File: config.mk
export PLATFORM = sky130hd
export DESIGN_NAME = pim_port_io
export DESIGN_NICKNAME = d
export VERILOG_FILES = /design/src/pim_match.v /design/src/pim_port_io.v
export VERILOG_INCLUDE_DIRS = /design/src
export SDC_FILE = /design/constraint.sdc
export NUM_CORES = 1
export LEC_CHECK = 0
export ABC_AREA = 1
export BUFFER_PORTS_ARGS = -buffer_cell sky130_fd_sc_hd__buf_2
export CAP_MARGIN = 20
export CORE_UTILIZATION = 50
export DETAILED_ROUTE_END_ITERATION = 8
export HOLD_SLACK_MARGIN = 0.03
export PLACE_DENSITY = 0.75
export SYNTH_ARGS = -nofsm -noshare
export SYNTH_HDL_FRONTEND = slang
export SYNTH_SLANG_ARGS = --single-unit
File: constraint.sdc
create_clock -name clk -period 1.54 [get_ports clk]
set_input_delay 0.385 -clock clk [delete_from_list [all_inputs] [get_ports clk]]
set_output_delay 0.385 -clock clk [all_outputs]
set_load 0.05 [all_outputs]
File: src/pim_regs.vh
// Register addresses, field layouts and reset values of the port I/O block
// ---------------------------------------------------------------------------
// ---------------------------------------------------------------------------
`ifndef PIM_REGS_VH
`define PIM_REGS_VH

// ---------------------------------------------------------------------------
// Register addresses
// ---------------------------------------------------------------------------
`define PIM_ADDR_P0_LATCH 8'h80
`define PIM_ADDR_P1_LATCH 8'h90
`define PIM_ADDR_P2_LATCH 8'hA0
`define PIM_ADDR_P1_DRIVE 8'hA5
`define PIM_ADDR_P2_DRIVE 8'hA6
`define PIM_ADDR_P0_OVRDRV 8'hB0
`define PIM_ADDR_P1_MASK 8'hBF
`define PIM_ADDR_P0_MASK 8'hC7
`define PIM_ADDR_P1_VALUE 8'hCF
`define PIM_ADDR_P0_BYPASS 8'hD4
`define PIM_ADDR_P1_BYPASS 8'hD5
`define PIM_ADDR_P2_BYPASS 8'hD6
`define PIM_ADDR_P0_VALUE 8'hD7
`define PIM_ADDR_P1_ANALOG 8'hF2
`define PIM_ADDR_P2_ANALOG 8'hF3

// ---------------------------------------------------------------------------
// Reset values
// ---------------------------------------------------------------------------
`define PIM_RST_LATCH 8'hFF
`define PIM_RST_DRIVE 8'h00
`define PIM_RST_OVRDRV 8'h00
`define PIM_RST_MASK 8'h00
`define PIM_RST_VALUE 8'hFF
`define PIM_RST_BYPASS 8'h00
`define PIM_RST_ANALOG 8'hFF
`define PIM_RST_RDATA 8'h00

// ---------------------------------------------------------------------------
// Field layouts
// ---------------------------------------------------------------------------
`define PIM_P2_DRIVE_WR_BIT 0
`define PIM_P2_DRIVE_RO_MSB 7
`define PIM_P2_DRIVE_RO_LSB 1
`define PIM_UNMAPPED_READ 8'h00

`endif
File: src/pim_match.v
// Pin synchroniser and masked pattern compare for one 8-bit port
`timescale 1ns/10ps
`include "pim_regs.vh"

module pim_match (
  clk,
  rst_n,
  ce,
  pin_raw,
  analog_sel,
  cmp_mask,
  cmp_value,
  pin_level,
  mismatch
);
  input wire clk; // System clock
  input wire rst_n; // Asynchronous reset, active low
  input wire ce; // Clock enable, freezes state while low
  input wire [7:0] pin_raw; // Pin levels straight from the pads
  input wire [7:0] analog_sel; // 0 marks an analog pin
  input wire [7:0] cmp_mask; // Compare mask
  input wire [7:0] cmp_value; // Compare value
  output wire [7:0] pin_level; // Synchronised, receiver-gated level
  output reg mismatch; // Registered match event level

  reg [7:0] sync1_ff; // First stage, read only by second stage
  reg [7:0] sync2_ff; // Second stage
  wire [7:0] nxt_sync1;
  wire [7:0] nxt_sync2;
  wire nxt_mismatch;

  // ---------------------------------------------------------------------------
  // Two-flop synchroniser
  // ---------------------------------------------------------------------------
  assign nxt_sync1 = pin_raw;
  assign nxt_sync2 = sync1_ff;

  // Pins are sampled every enabled clock
  always @(posedge clk or negedge rst_n) begin
    if (!rst_n) begin
      sync1_ff <= 8'h00;
      sync2_ff <= 8'h00;
    end else if (ce) begin
      sync1_ff <= nxt_sync1;
      sync2_ff <= nxt_sync2;
    end
  end

  // Analog pins have their receiver off and read as low
  assign pin_level = sync2_ff & analog_sel;

  // ---------------------------------------------------------------------------
  // Masked compare
  // ---------------------------------------------------------------------------
  // Unmasked pins drop out, masked pins meet their value bit
  assign nxt_mismatch = ((pin_level & cmp_mask) != (cmp_value & cmp_mask));

  // Level condition refreshed on each enabled clock
  always @(posedge clk or negedge rst_n) begin
    if (!rst_n) begin
      mismatch <= 1'b0;
    end else if (ce) begin
      mismatch <= nxt_mismatch;
    end
  end
endmodule // pim_match

File: src/pim_port_io.v
// Top of the three-port I/O configuration, data and match block
`timescale 1ns/10ps
`include "pim_regs.vh"

module pim_port_io (
  clk,
  rst_n,
  ce,
  sfr_addr,
  sfr_wr,
  sfr_rd,
  sfr_rmw,
  sfr_wdata,
  sfr_rdata,
  crossbar_enable_bit,
  weak_pullup_disable,
  port_match_irq_enable,
  port0_analog_select,
  port0_drive_type,
  p0_pin_in,
  p0_pin_out,
  p0_pin_oe_n,
  p1_pin_in,
  p1_pin_out,
  p1_pin_oe_n,
  p2_pin_in,
  p2_pin_out,
  p2_pin_oe_n,
  p0_pullup_en,
  p1_pullup_en,
  p2_pullup_en,
  p0_receiver_en,
  p1_receiver_en,
  p2_receiver_en,
  p0_crossbar_skip,
  p1_crossbar_skip,
  p2_crossbar_skip,
  p0_hiz_overdrive,
  port0_match,
  port1_match,
  port_match_irq,
  port_match_wake
);
  input wire clk; // System clock
  input wire rst_n; // Asynchronous reset, active low
  input wire ce; // Clock enable
  input wire [7:0] sfr_addr; // Register address
  input wire sfr_wr; // Write strobe
  input wire sfr_rd; // Read strobe
  input wire sfr_rmw; // Read belongs to a read-modify-write
  input wire [7:0] sfr_wdata; // Write data
  output reg [7:0] sfr_rdata; // Read data, valid the cycle after sfr_rd
  input wire crossbar_enable_bit; // Crossbar enable from its control register
  input wire weak_pullup_disable; // Global weak pullup disable
  input wire port_match_irq_enable; // Port match interrupt enable
  input wire [7:0] port0_analog_select; // Port 0 input mode, held outside
  input wire [7:0] port0_drive_type; // Port 0 output mode, held outside
  input wire [7:0] p0_pin_in; // Port 0 pad levels
  output wire [7:0] p0_pin_out; // Port 0 pad output value
  output wire [7:0] p0_pin_oe_n; // Port 0 driver enable, active low
  input wire [7:0] p1_pin_in; // Port 1 pad levels
  output wire [7:0] p1_pin_out; // Port 1 pad output value
  output wire [7:0] p1_pin_oe_n; // Port 1 driver enable, active low
  input wire [7:0] p2_pin_in; // Port 2 pad levels
  output wire [7:0] p2_pin_out; // Port 2 pad output value
  output wire [7:0] p2_pin_oe_n; // Port 2 driver enable, active low
  output wire [7:0] p0_pullup_en; // Port 0 weak pullup enables
  output wire [7:0] p1_pullup_en; // Port 1 weak pullup enables
  output wire [7:0] p2_pullup_en; // Port 2 weak pullup enables
  output wire [7:0] p0_receiver_en; // Port 0 digital receiver enables
  output wire [7:0] p1_receiver_en; // Port 1 digital receiver enables
  output wire [7:0] p2_receiver_en; // Port 2 digital receiver enables
  output wire [7:0] p0_crossbar_skip; // Port 0 skip flags to the decoder
  output wire [7:0] p1_crossbar_skip; // Port 1 skip flags to the decoder
  output wire [7:0] p2_crossbar_skip; // Port 2 skip flags to the decoder
  output wire [7:0] p0_hiz_overdrive; // Port 0 high-impedance overdrive select
  output wire port0_match; // Port 0 match event level
  output wire port1_match; // Port 1 match event level
  output wire port_match_irq; // Interrupt request level
  output wire port_match_wake; // Oscillator wake-up level

  // ---------------------------------------------------------------------------
  // Register file state
  // ---------------------------------------------------------------------------
  reg [7:0] port0_data_latch_ff; // Port 0 output latch
  reg [7:0] port1_data_latch_ff; // Port 1 output latch
  reg [7:0] port2_data_latch_ff; // Port 2 output latch
  reg [7:0] port1_drive_type_ff; // Port 1 drive type
  reg port2_drive_type_ff; // Port 2 drive type, only bit 0 exists
  reg [7:0] port0_overdrive_select_ff; // Port 0 overdrive mode
  reg [7:0] port0_compare_mask_ff; // Port 0 compare mask
  reg [7:0] port1_compare_mask_ff; // Port 1 compare mask
  reg [7:0] port0_compare_value_ff; // Port 0 compare value
  reg [7:0] port1_compare_value_ff; // Port 1 compare value
  reg [7:0] port0_crossbar_bypass_ff; // Port 0 skip bits
  reg [7:0] port1_crossbar_bypass_ff; // Port 1 skip bits
  reg [7:0] port2_crossbar_bypass_ff; // Port 2 skip bits
  reg [7:0] port1_analog_select_ff; // Port 1 input mode
  reg [7:0] port2_analog_select_ff; // Port 2 input mode
  reg [7:0] p2_sync1_ff; // Port 2 first sync stage
  reg [7:0] p2_sync2_ff; // Port 2 second sync stage
  reg [7:0] nxt_rdata; // Read mux result

  wire [7:0] p0_level; // Port 0 synchronised level
  wire [7:0] p1_level; // Port 1 synchronised level
  wire [7:0] p2_level; // Port 2 synchronised, gated level
  wire [7:0] p2_drive_full; // Port 2 drive type as seen by the pins
  wire [7:0] nxt_p2_sync1;
  wire [7:0] nxt_p2_sync2;

  // ---------------------------------------------------------------------------
  // Helper functions
  // ---------------------------------------------------------------------------
  // Active-low driver enable for one port
  function [7:0] drive_oe_n;
    input [7:0] latch;
    input [7:0] asel;
    input [7:0] push_pull;
    input xbar;
    begin
      // Push-pull drives both levels, open-drain only lows
      // Analog pins never drive, mode bit then ignored
      // Crossbar off keeps every driver off
      drive_oe_n = ~({8{xbar}} & asel & (push_pull | ~latch));
    end
  endfunction

  // Weak pullup for digital pins whose driver is off
  function [7:0] pullup_on;
    input [7:0] latch;
    input [7:0] asel;
    input [7:0] push_pull;
    input xbar;
    input wpd;
    begin
      // Pullup off for analog pins
      pullup_on = {8{~wpd}} & asel & ~({8{xbar}} & (push_pull | ~latch));
    end
  endfunction

  // Port data read: latch for read-modify-write, else the pins
  function [7:0] port_read;
    input [7:0] latch;
    input [7:0] level;
    input rmw;
    begin
      // Latch returned to read-modify-write
      // Live level, analog pins already zero
      port_read = rmw ? latch : level;
    end
  endfunction

  // ---------------------------------------------------------------------------
  // Match compare for ports 0 and 1
  // ---------------------------------------------------------------------------
  pim_match u_p0_match (
    .clk(clk),
    .rst_n(rst_n),
    .ce(ce),
    .pin_raw(p0_pin_in),
    .analog_sel(port0_analog_select),
    .cmp_mask(port0_compare_mask_ff),
    .cmp_value(port0_compare_value_ff),
    .pin_level(p0_level),
    .mismatch(port0_match)
  );

  pim_match u_p1_match (
    .clk(clk),
    .rst_n(rst_n),
    .ce(ce),
    .pin_raw(p1_pin_in),
    .analog_sel(port1_analog_select_ff),
    .cmp_mask(port1_compare_mask_ff),
    .cmp_value(port1_compare_value_ff),
    .pin_level(p1_level),
    .mismatch(port1_match)
  );

  // Either port event wakes the oscillator, and asks for service when the interrupt is enabled
  assign port_match_wake = port0_match | port1_match;
  assign port_match_irq = port_match_wake & port_match_irq_enable;

  // ---------------------------------------------------------------------------
  // Port 2 synchroniser
  // ---------------------------------------------------------------------------
  assign nxt_p2_sync1 = p2_pin_in;
  assign nxt_p2_sync2 = p2_sync1_ff;

  // Two flops, first stage read only by the second
  always @(posedge clk or negedge rst_n) begin
    if (!rst_n) begin
      p2_sync1_ff <= 8'h00;
      p2_sync2_ff <= 8'h00;
    end else if (ce) begin
      p2_sync1_ff <= nxt_p2_sync1;
      p2_sync2_ff <= nxt_p2_sync2;
    end
  end

  // Receiver off for analog pins
  assign p2_level = p2_sync2_ff & port2_analog_select_ff;

  // ---------------------------------------------------------------------------
  // Register writes
  // ---------------------------------------------------------------------------
  // One register per address, written on the strobe
  always @(posedge clk or negedge rst_n) begin
    if (!rst_n) begin
      port0_data_latch_ff <= `PIM_RST_LATCH;
      port1_data_latch_ff <= `PIM_RST_LATCH;
      port2_data_latch_ff <= `PIM_RST_LATCH;
      port1_drive_type_ff <= `PIM_RST_DRIVE;
      port2_drive_type_ff <= 1'b0;
      port0_overdrive_select_ff <= `PIM_RST_OVRDRV;
      port0_compare_mask_ff <= `PIM_RST_MASK;
      port1_compare_mask_ff <= `PIM_RST_MASK;
      port0_compare_value_ff <= `PIM_RST_VALUE;
      port1_compare_value_ff <= `PIM_RST_VALUE;
      port0_crossbar_bypass_ff <= `PIM_RST_BYPASS;
      port1_crossbar_bypass_ff <= `PIM_RST_BYPASS;
      port2_crossbar_bypass_ff <= `PIM_RST_BYPASS;
      port1_analog_select_ff <= `PIM_RST_ANALOG;
      port2_analog_select_ff <= `PIM_RST_ANALOG;
    end else if (ce && sfr_wr) begin
      case (sfr_addr)
        `PIM_ADDR_P0_LATCH: begin
          port0_data_latch_ff <= sfr_wdata;
        end
        `PIM_ADDR_P1_LATCH: begin
          port1_data_latch_ff <= sfr_wdata;
        end
        `PIM_ADDR_P2_LATCH: begin
          port2_data_latch_ff <= sfr_wdata;
        end
        `PIM_ADDR_P1_DRIVE: begin
          port1_drive_type_ff <= sfr_wdata;
        end
        `PIM_ADDR_P2_DRIVE: begin
          // Upper bits read-only, writes dropped
          port2_drive_type_ff <= sfr_wdata[`PIM_P2_DRIVE_WR_BIT];
        end
        `PIM_ADDR_P0_OVRDRV: begin
          port0_overdrive_select_ff <= sfr_wdata;
        end
        `PIM_ADDR_P0_MASK: begin
          port0_compare_mask_ff <= sfr_wdata;
        end
        `PIM_ADDR_P1_MASK: begin
          port1_compare_mask_ff <= sfr_wdata;
        end
        `PIM_ADDR_P0_VALUE: begin
          port0_compare_value_ff <= sfr_wdata;
        end
        `PIM_ADDR_P1_VALUE: begin
          port1_compare_value_ff <= sfr_wdata;
        end
        `PIM_ADDR_P0_BYPASS: begin
          port0_crossbar_bypass_ff <= sfr_wdata;
        end
        `PIM_ADDR_P1_BYPASS: begin
          port1_crossbar_bypass_ff <= sfr_wdata;
        end
        `PIM_ADDR_P2_BYPASS: begin
          port2_crossbar_bypass_ff <= sfr_wdata;
        end
        `PIM_ADDR_P1_ANALOG: begin
          port1_analog_select_ff <= sfr_wdata;
        end
        `PIM_ADDR_P2_ANALOG: begin
          port2_analog_select_ff <= sfr_wdata;
        end
        default: begin
          // Unmapped address, nothing stored
        end
      endcase
    end
  end

  // ---------------------------------------------------------------------------
  // Register reads
  // ---------------------------------------------------------------------------
  assign p2_drive_full = {7'h00, port2_drive_type_ff};

  // Read multiplexer
  always @* begin
    case (sfr_addr)
      `PIM_ADDR_P0_LATCH: nxt_rdata = port_read(port0_data_latch_ff, p0_level, sfr_rmw);
      `PIM_ADDR_P1_LATCH: nxt_rdata = port_read(port1_data_latch_ff, p1_level, sfr_rmw);
      `PIM_ADDR_P2_LATCH: nxt_rdata = port_read(port2_data_latch_ff, p2_level, sfr_rmw);
      `PIM_ADDR_P1_DRIVE: nxt_rdata = port1_drive_type_ff;
      `PIM_ADDR_P2_DRIVE: nxt_rdata = p2_drive_full;
      `PIM_ADDR_P0_OVRDRV: nxt_rdata = port0_overdrive_select_ff;
      `PIM_ADDR_P0_MASK: nxt_rdata = port0_compare_mask_ff;
      `PIM_ADDR_P1_MASK: nxt_rdata = port1_compare_mask_ff;
      `PIM_ADDR_P0_VALUE: nxt_rdata = port0_compare_value_ff;
      `PIM_ADDR_P1_VALUE: nxt_rdata = port1_compare_value_ff;
      `PIM_ADDR_P0_BYPASS: nxt_rdata = port0_crossbar_bypass_ff;
      `PIM_ADDR_P1_BYPASS: nxt_rdata = port1_crossbar_bypass_ff;
      `PIM_ADDR_P2_BYPASS: nxt_rdata = port2_crossbar_bypass_ff;
      `PIM_ADDR_P1_ANALOG: nxt_rdata = port1_analog_select_ff;
      `PIM_ADDR_P2_ANALOG: nxt_rdata = port2_analog_select_ff;
      default: nxt_rdata = `PIM_UNMAPPED_READ;
    endcase
  end

  // Read data held until the next read
  always @(posedge clk or negedge rst_n) begin
    if (!rst_n) begin
      sfr_rdata <= `PIM_RST_RDATA;
    end else if (ce && sfr_rd) begin
      sfr_rdata <= nxt_rdata;
    end
  end

  // ---------------------------------------------------------------------------
  // Pin drive, pullups and receivers
  // ---------------------------------------------------------------------------
  // Output value straight from the latches
  assign p0_pin_out = port0_data_latch_ff;
  assign p1_pin_out = port1_data_latch_ff;
  assign p2_pin_out = port2_data_latch_ff;

  // Driver enables
  assign p0_pin_oe_n = drive_oe_n(port0_data_latch_ff, port0_analog_select,
    port0_drive_type, crossbar_enable_bit);
  assign p1_pin_oe_n = drive_oe_n(port1_data_latch_ff, port1_analog_select_ff,
    port1_drive_type_ff, crossbar_enable_bit);
  assign p2_pin_oe_n = drive_oe_n(port2_data_latch_ff, port2_analog_select_ff,
    p2_drive_full, crossbar_enable_bit);

  // Weak pullups
  assign p0_pullup_en = pullup_on(port0_data_latch_ff, port0_analog_select,
    port0_drive_type, crossbar_enable_bit, weak_pullup_disable);
  assign p1_pullup_en = pullup_on(port1_data_latch_ff, port1_analog_select_ff,
    port1_drive_type_ff, crossbar_enable_bit, weak_pullup_disable);
  assign p2_pullup_en = pullup_on(port2_data_latch_ff, port2_analog_select_ff,
    p2_drive_full, crossbar_enable_bit, weak_pullup_disable);

  // Digital receivers follow the input mode
  assign p0_receiver_en = port0_analog_select;
  assign p1_receiver_en = port1_analog_select_ff;
  assign p2_receiver_en = port2_analog_select_ff;

  // ---------------------------------------------------------------------------
  // Crossbar and overdrive selects
  // ---------------------------------------------------------------------------
  // Skip flags go to the priority decoder as they stand
  assign p0_crossbar_skip = port0_crossbar_bypass_ff;
  assign p1_crossbar_skip = port1_crossbar_bypass_ff;
  assign p2_crossbar_skip = port2_crossbar_bypass_ff;

  // One means high-impedance overdrive
  assign p0_hiz_overdrive = port0_overdrive_select_ff;
endmodule // pim_port_io

[Yosys cells after proc, flatten, opt, wreduce, memory -nomap -nowiden]
Index checks and enable logic that the tools add are counted.
Word-level totals
  logic and storage cells: 99
  input port bits: 65
  output and inout bits: 140
  flip-flop bits (word level): 171
Cells by class
  bitwise operators: 37
  eq/ne operators: 17
  reductions and logical operators: 17
  multiplexer cells: 4
Operator list (count)
  bitwise AND 8 bit: 22
  == test 8 bit (second input constant): 15
  case mux 8 bit (15 select lines): 1
  NOT 8 bit: 9
  AND reduction 2 bit: 15
  2-to-1 mux 8 bit: 3
  != test 8 bit: 2
  OR 8 bit: 2
  OR 1 x 8 -> 8 bit: 1
  logical AND 1 bit: 2
  bitwise AND 1 bit: 1
  NOT 1 bit: 1
  OR 1 bit: 1

[Logic depth before layout (Yosys ltp)]
  depth in word-level cells: 5
  depth in mapped cells: 12
  gate-level depth less buffers: 11

[Modules after synthesis]
From an unflattened synthesis, not the netlist that was laid out.
Second synthesis, totals
  cell total of the unflattened synthesis: 1171
  area total of the unflattened synthesis: 9158.8 sq um
By module, submodules not included
  pim_port_io: seq. area each 3498.4 sq um, instances 1, cells each 925, area each 7402.1 sq um
  pim_match: seq. area each 425.4 sq um, instances 2, cells each 123, area each 878.3 sq um

[Worst setup path after synthesis]
OpenSTA, ideal clock, no wires.
  path kind: input to output
  start point: in crossbar_enable_bit
  end point: out p0_pullup_en[6]
  setup slack: -0.858 ns
  arrival time: 2.013 ns
  stages: 4
  required time: 1.155 ns
  buffers on the path: 1
  cells stage by stage: clkinv_1 clkbuf_1 a21oi_1 nor3b_1
Between the ends
  word-level cells in the longest chain between the ends: 3
RTL lines
  start, declared: line pim_port_io.v:53  | input wire crossbar_enable_bit;
  bitwise AND 8 bit: line pim_port_io.v:137  | pullup_on = {8{~wpd}} & asel & ~({8{xbar}} & (push_pull | ~latch));
  NOT 8 bit: line pim_port_io.v:137
  bitwise AND 8 bit: line pim_port_io.v:137
  end, declared: line pim_port_io.v:67  | output wire [7:0] p0_pullup_en;
No other way between the ends.

[Final worst setup path]
  start point: reg port2_data_latch_ff[6] (netlist: p2_pin_out[6])
  end point: out p2_pullup_en[6]
Between the ends
  word-level cells in the longest chain between the ends: 5
RTL lines
  start, declared: line pim_port_io.v:87  | reg [7:0] port2_data_latch_ff;
  start signal, assigned: line pim_port_io.v:212  | port2_data_latch_ff <= `PIM_RST_LATCH;
  start signal, assigned: line pim_port_io.v:234  | port2_data_latch_ff <= sfr_wdata;
  NOT 8 bit: line pim_port_io.v:137
  OR 1 x 8 -> 8 bit: line pim_port_io.v:137
  bitwise AND 8 bit: line pim_port_io.v:137
  NOT 8 bit: line pim_port_io.v:137
  bitwise AND 8 bit: line pim_port_io.v:137
  end, declared: line pim_port_io.v:69  | output wire [7:0] p2_pullup_en;
No other way between the ends.

==> impl_metrics.env <==
export IMPL_finalPower_mw=12.4
export IMPL_cp_required_ps=1150
export IMPL_fill_cells=969
export IMPL_syn_area_mm2=0.00905
export IMPL_synth_edf_count=0
export IMPL_layout_common_cells="nand2_1 (261), buf_4 (122), dfrtp_1 (115)"
export IMPL_overflow=0
export IMPL_synthCells=1141
export IMPL_dieArea_mm2=0.0186
export IMPL_worst_ep_arrival_time_ps=1660
export IMPL_grt_first_pass_wirelength_mm=56.5
export IMPL_failed_checks="setup timing"
export IMPL_ios=205
export IMPL_finalCriticalPeriod_ps=2040
export IMPL_ir_worst_vdd_mv=0.761
export IMPL_worstPathCellList="inv_4, a211oi_4, buf_6"
export IMPL_synth_nets=1206
export IMPL_final_common_cell="nand2_1"
export IMPL_ant_nets=0
export IMPL_grt_max_degree=75
export IMPL_viasPerCell=6.03
export IMPL_worst_path_largest_cell_delay_ps=580
export IMPL_wl_met3_mm=4.79
export IMPL_p_leak_nw=7.04
export IMPL_critPathLaunchType="flop"
export IMPL_cap_violations=0
export IMPL_fmaxAchievable_mhz=490
export IMPL_drive_above_1_share=0.448
export IMPL_clock_latency_ps=440
export IMPL_path_clk_slew_ps=80
export IMPL_drt_pass1_iter_count=6
export IMPL_highest_layer="met4"
export IMPL_cts_root_buf="clkbuf_16"
export IMPL_portBuffers=204
export IMPL_gp_congestion=1.07
export IMPL_cts_tree="done"
export IMPL_clockBufferDepth=2
export IMPL_cts_sinks=171
export IMPL_drc_errors=0
export IMPL_p_per_area_mw_per_mm2=862
export IMPL_cp_slowest_cell="dfstp_2"
export IMPL_hold_class="in -> reg"
export IMPL_finalSetupViolCount=95
export IMPL_ys_seq_area_frac=0.481
export IMPL_avgSynthCellArea_um2=7.93
export IMPL_routedWlPerCell_um=23.9
export IMPL_synthArstFlopShare=1.00
export IMPL_fin_cells=1743
export IMPL_grt_pass1_vias=9710
export IMPL_dpl_hpwl_mm=25.6
export IMPL_endpoint_kind="output port"
export IMPL_numCtsBuffers=17
export IMPL_die_w_um=137
export IMPL_slew_headroom=0.499
export IMPL_synth_warnings=0
export IMPL_holdWs_ps=149
export IMPL_outcome="finished with violations"
export IMPL_core_area_mm2=0.0175
export IMPL_wl_met2_mm=19.0
export IMPL_timing_final_max_slew_violations=0
export IMPL_grt_use_total=0.419
export IMPL_synth_ff_type="dfrtp_1"
export IMPL_initial_core_util=0.518
export IMPL_placed_cells=1628
export IMPL_postLayoutSetupSlackWorst_ps=-502
export IMPL_met1_length_mm=14.7
export IMPL_reg2reg_depth=11
export IMPL_dieHeight_um=137
export IMPL_ys_types=28
export IMPL_vias=10500
export IMPL_routed_wl_mm=41.6
export IMPL_worstHoldPathCells=3
export IMPL_critPathMaxFanout=3
export IMPL_synth_seq_cells=171
export IMPL_worst_pin_slew_ps=750
export IMPL_synth_top_cell_by_area="dfrtp_1"
export IMPL_fin_crit_sh=1.33
export IMPL_area_delta_synth_final_pct=59.6
export IMPL_skew_ps=12.5
export IMPL_finalNetCount=1569
export IMPL_htreeDepth=4
export IMPL_synthTopCellsByArea="dfrtp_1 (32%), dfstp_2 (16%), nand2_1 (12%), nand3_1 (7.4%), o21ai_0 (6.7%)"
export IMPL_grt_antenna_before_repair=0
export IMPL_dr_first_iter_drc_count=1347
export IMPL_dpl_worst_slack_ps=-199
export IMPL_crit_type="reg -> out"
export IMPL_hold_viol=0
export IMPL_synth_top_area_frac=0.318
export IMPL_rsz0062_at_grt="true"
export IMPL_rows=48
## per-stage QoR
| step | instance area [um^2] | TNS (ps) | util |
|---|---|---|---|
| 2_1_floorplan | 9640 | -4370 | - |
| 3_3_place_gp | 11700 | -10440 | 0.671 |
| 3_5_place_dp | 11700 | -14650 | 0.671 |
| 4_1_cts | 13700 | -17060 | 0.786 |
| 5_1_grt | 14400 | -21530 | 0.826 |
| 6_report | 14400 | -19750 | 0.826 |
## final timing paths
path	startpoint	end	slack [ps]
max	p2_pin_out[6]	p2_pullup_en[6]	-500
min	p2_pin_in[3]	nxt_p2_sync2[3]	150
max reg2reg	p1_pin_out[5]	sfr_rdata[5]	-170
min reg2reg	sfr_rdata[2]	sfr_rdata[2]	470
max in group asynchronous	rst_n	port1_compare_value_ff[4]	530
min in group asynchronous	rst_n	port1_drive_type_ff[3]	380
## cells by family (layout without fill, tap and decap cells)
logic type	Yosys count	after routing	share of synthesized area
AO/OA/AOI/OAI	248	248	0.150
buffers and inverters	182	558	0.0933
flip-flops	171	171	0.481
other	0	1	0
AND/OR/NAND/NOR	540	540	0.276
## power breakdown
group | total [mW] | internal, mW | switching, mW
Sequential | 5.07 | 4.81 | 0.260
Clock | 4.49 | 2.42 | 2.07
Combinational | 2.89 | 1.04 | 1.86
Total | 12.4 | 8.26 | 4.19
## worst max-delay path, delay by kind of cell, from the launching register on
kind                   cells  cell delay [ps]
AO/OA/AOI/OAI              1              350
buffers and inverters      2              270
flip-flops                 1              580
## cell type report
class                      instances  area [um^2]  area share
inverter                         120          458      0.0317
sequential                       171         4410       0.306
tap                              225          282      0.0195
clock inverter                    12          130     0.00901
multi-input combinational        788         4780       0.331
clock buffer                      20          468      0.0324
timing repair buffer             406         3910       0.271
antenna                            1         2.50    0.000173
## synth_stat cells (12+ instances only)
master    number
nand2_1      293
nand3_1      134
o21ai_0      121
inv_1        118
dfrtp_1      115
a21oi_1       58
dfstp_2       56
nor2_1        54
o21a_1        37
o21ai_1       23
nor2_4        22
buf_4         21
clkbuf_1      20
buf_2         12
## routing by layer
metal,vias to the layer above,track usage
met1,4983,0.533
li1,4434,-
met3,245,0.0926
met5,-,0
met2,850,0.656
met4,0,0.252
## timing repair
item,CTS,global route
pin swaps,30,50
hold buffers,1,0
hold endpoints to repair,14,0
setup endpoints to repair,96,100
buffers inserted,53,48
gates resized for setup,305,152
Note: power is estimated with default switching activity, not from simulation.
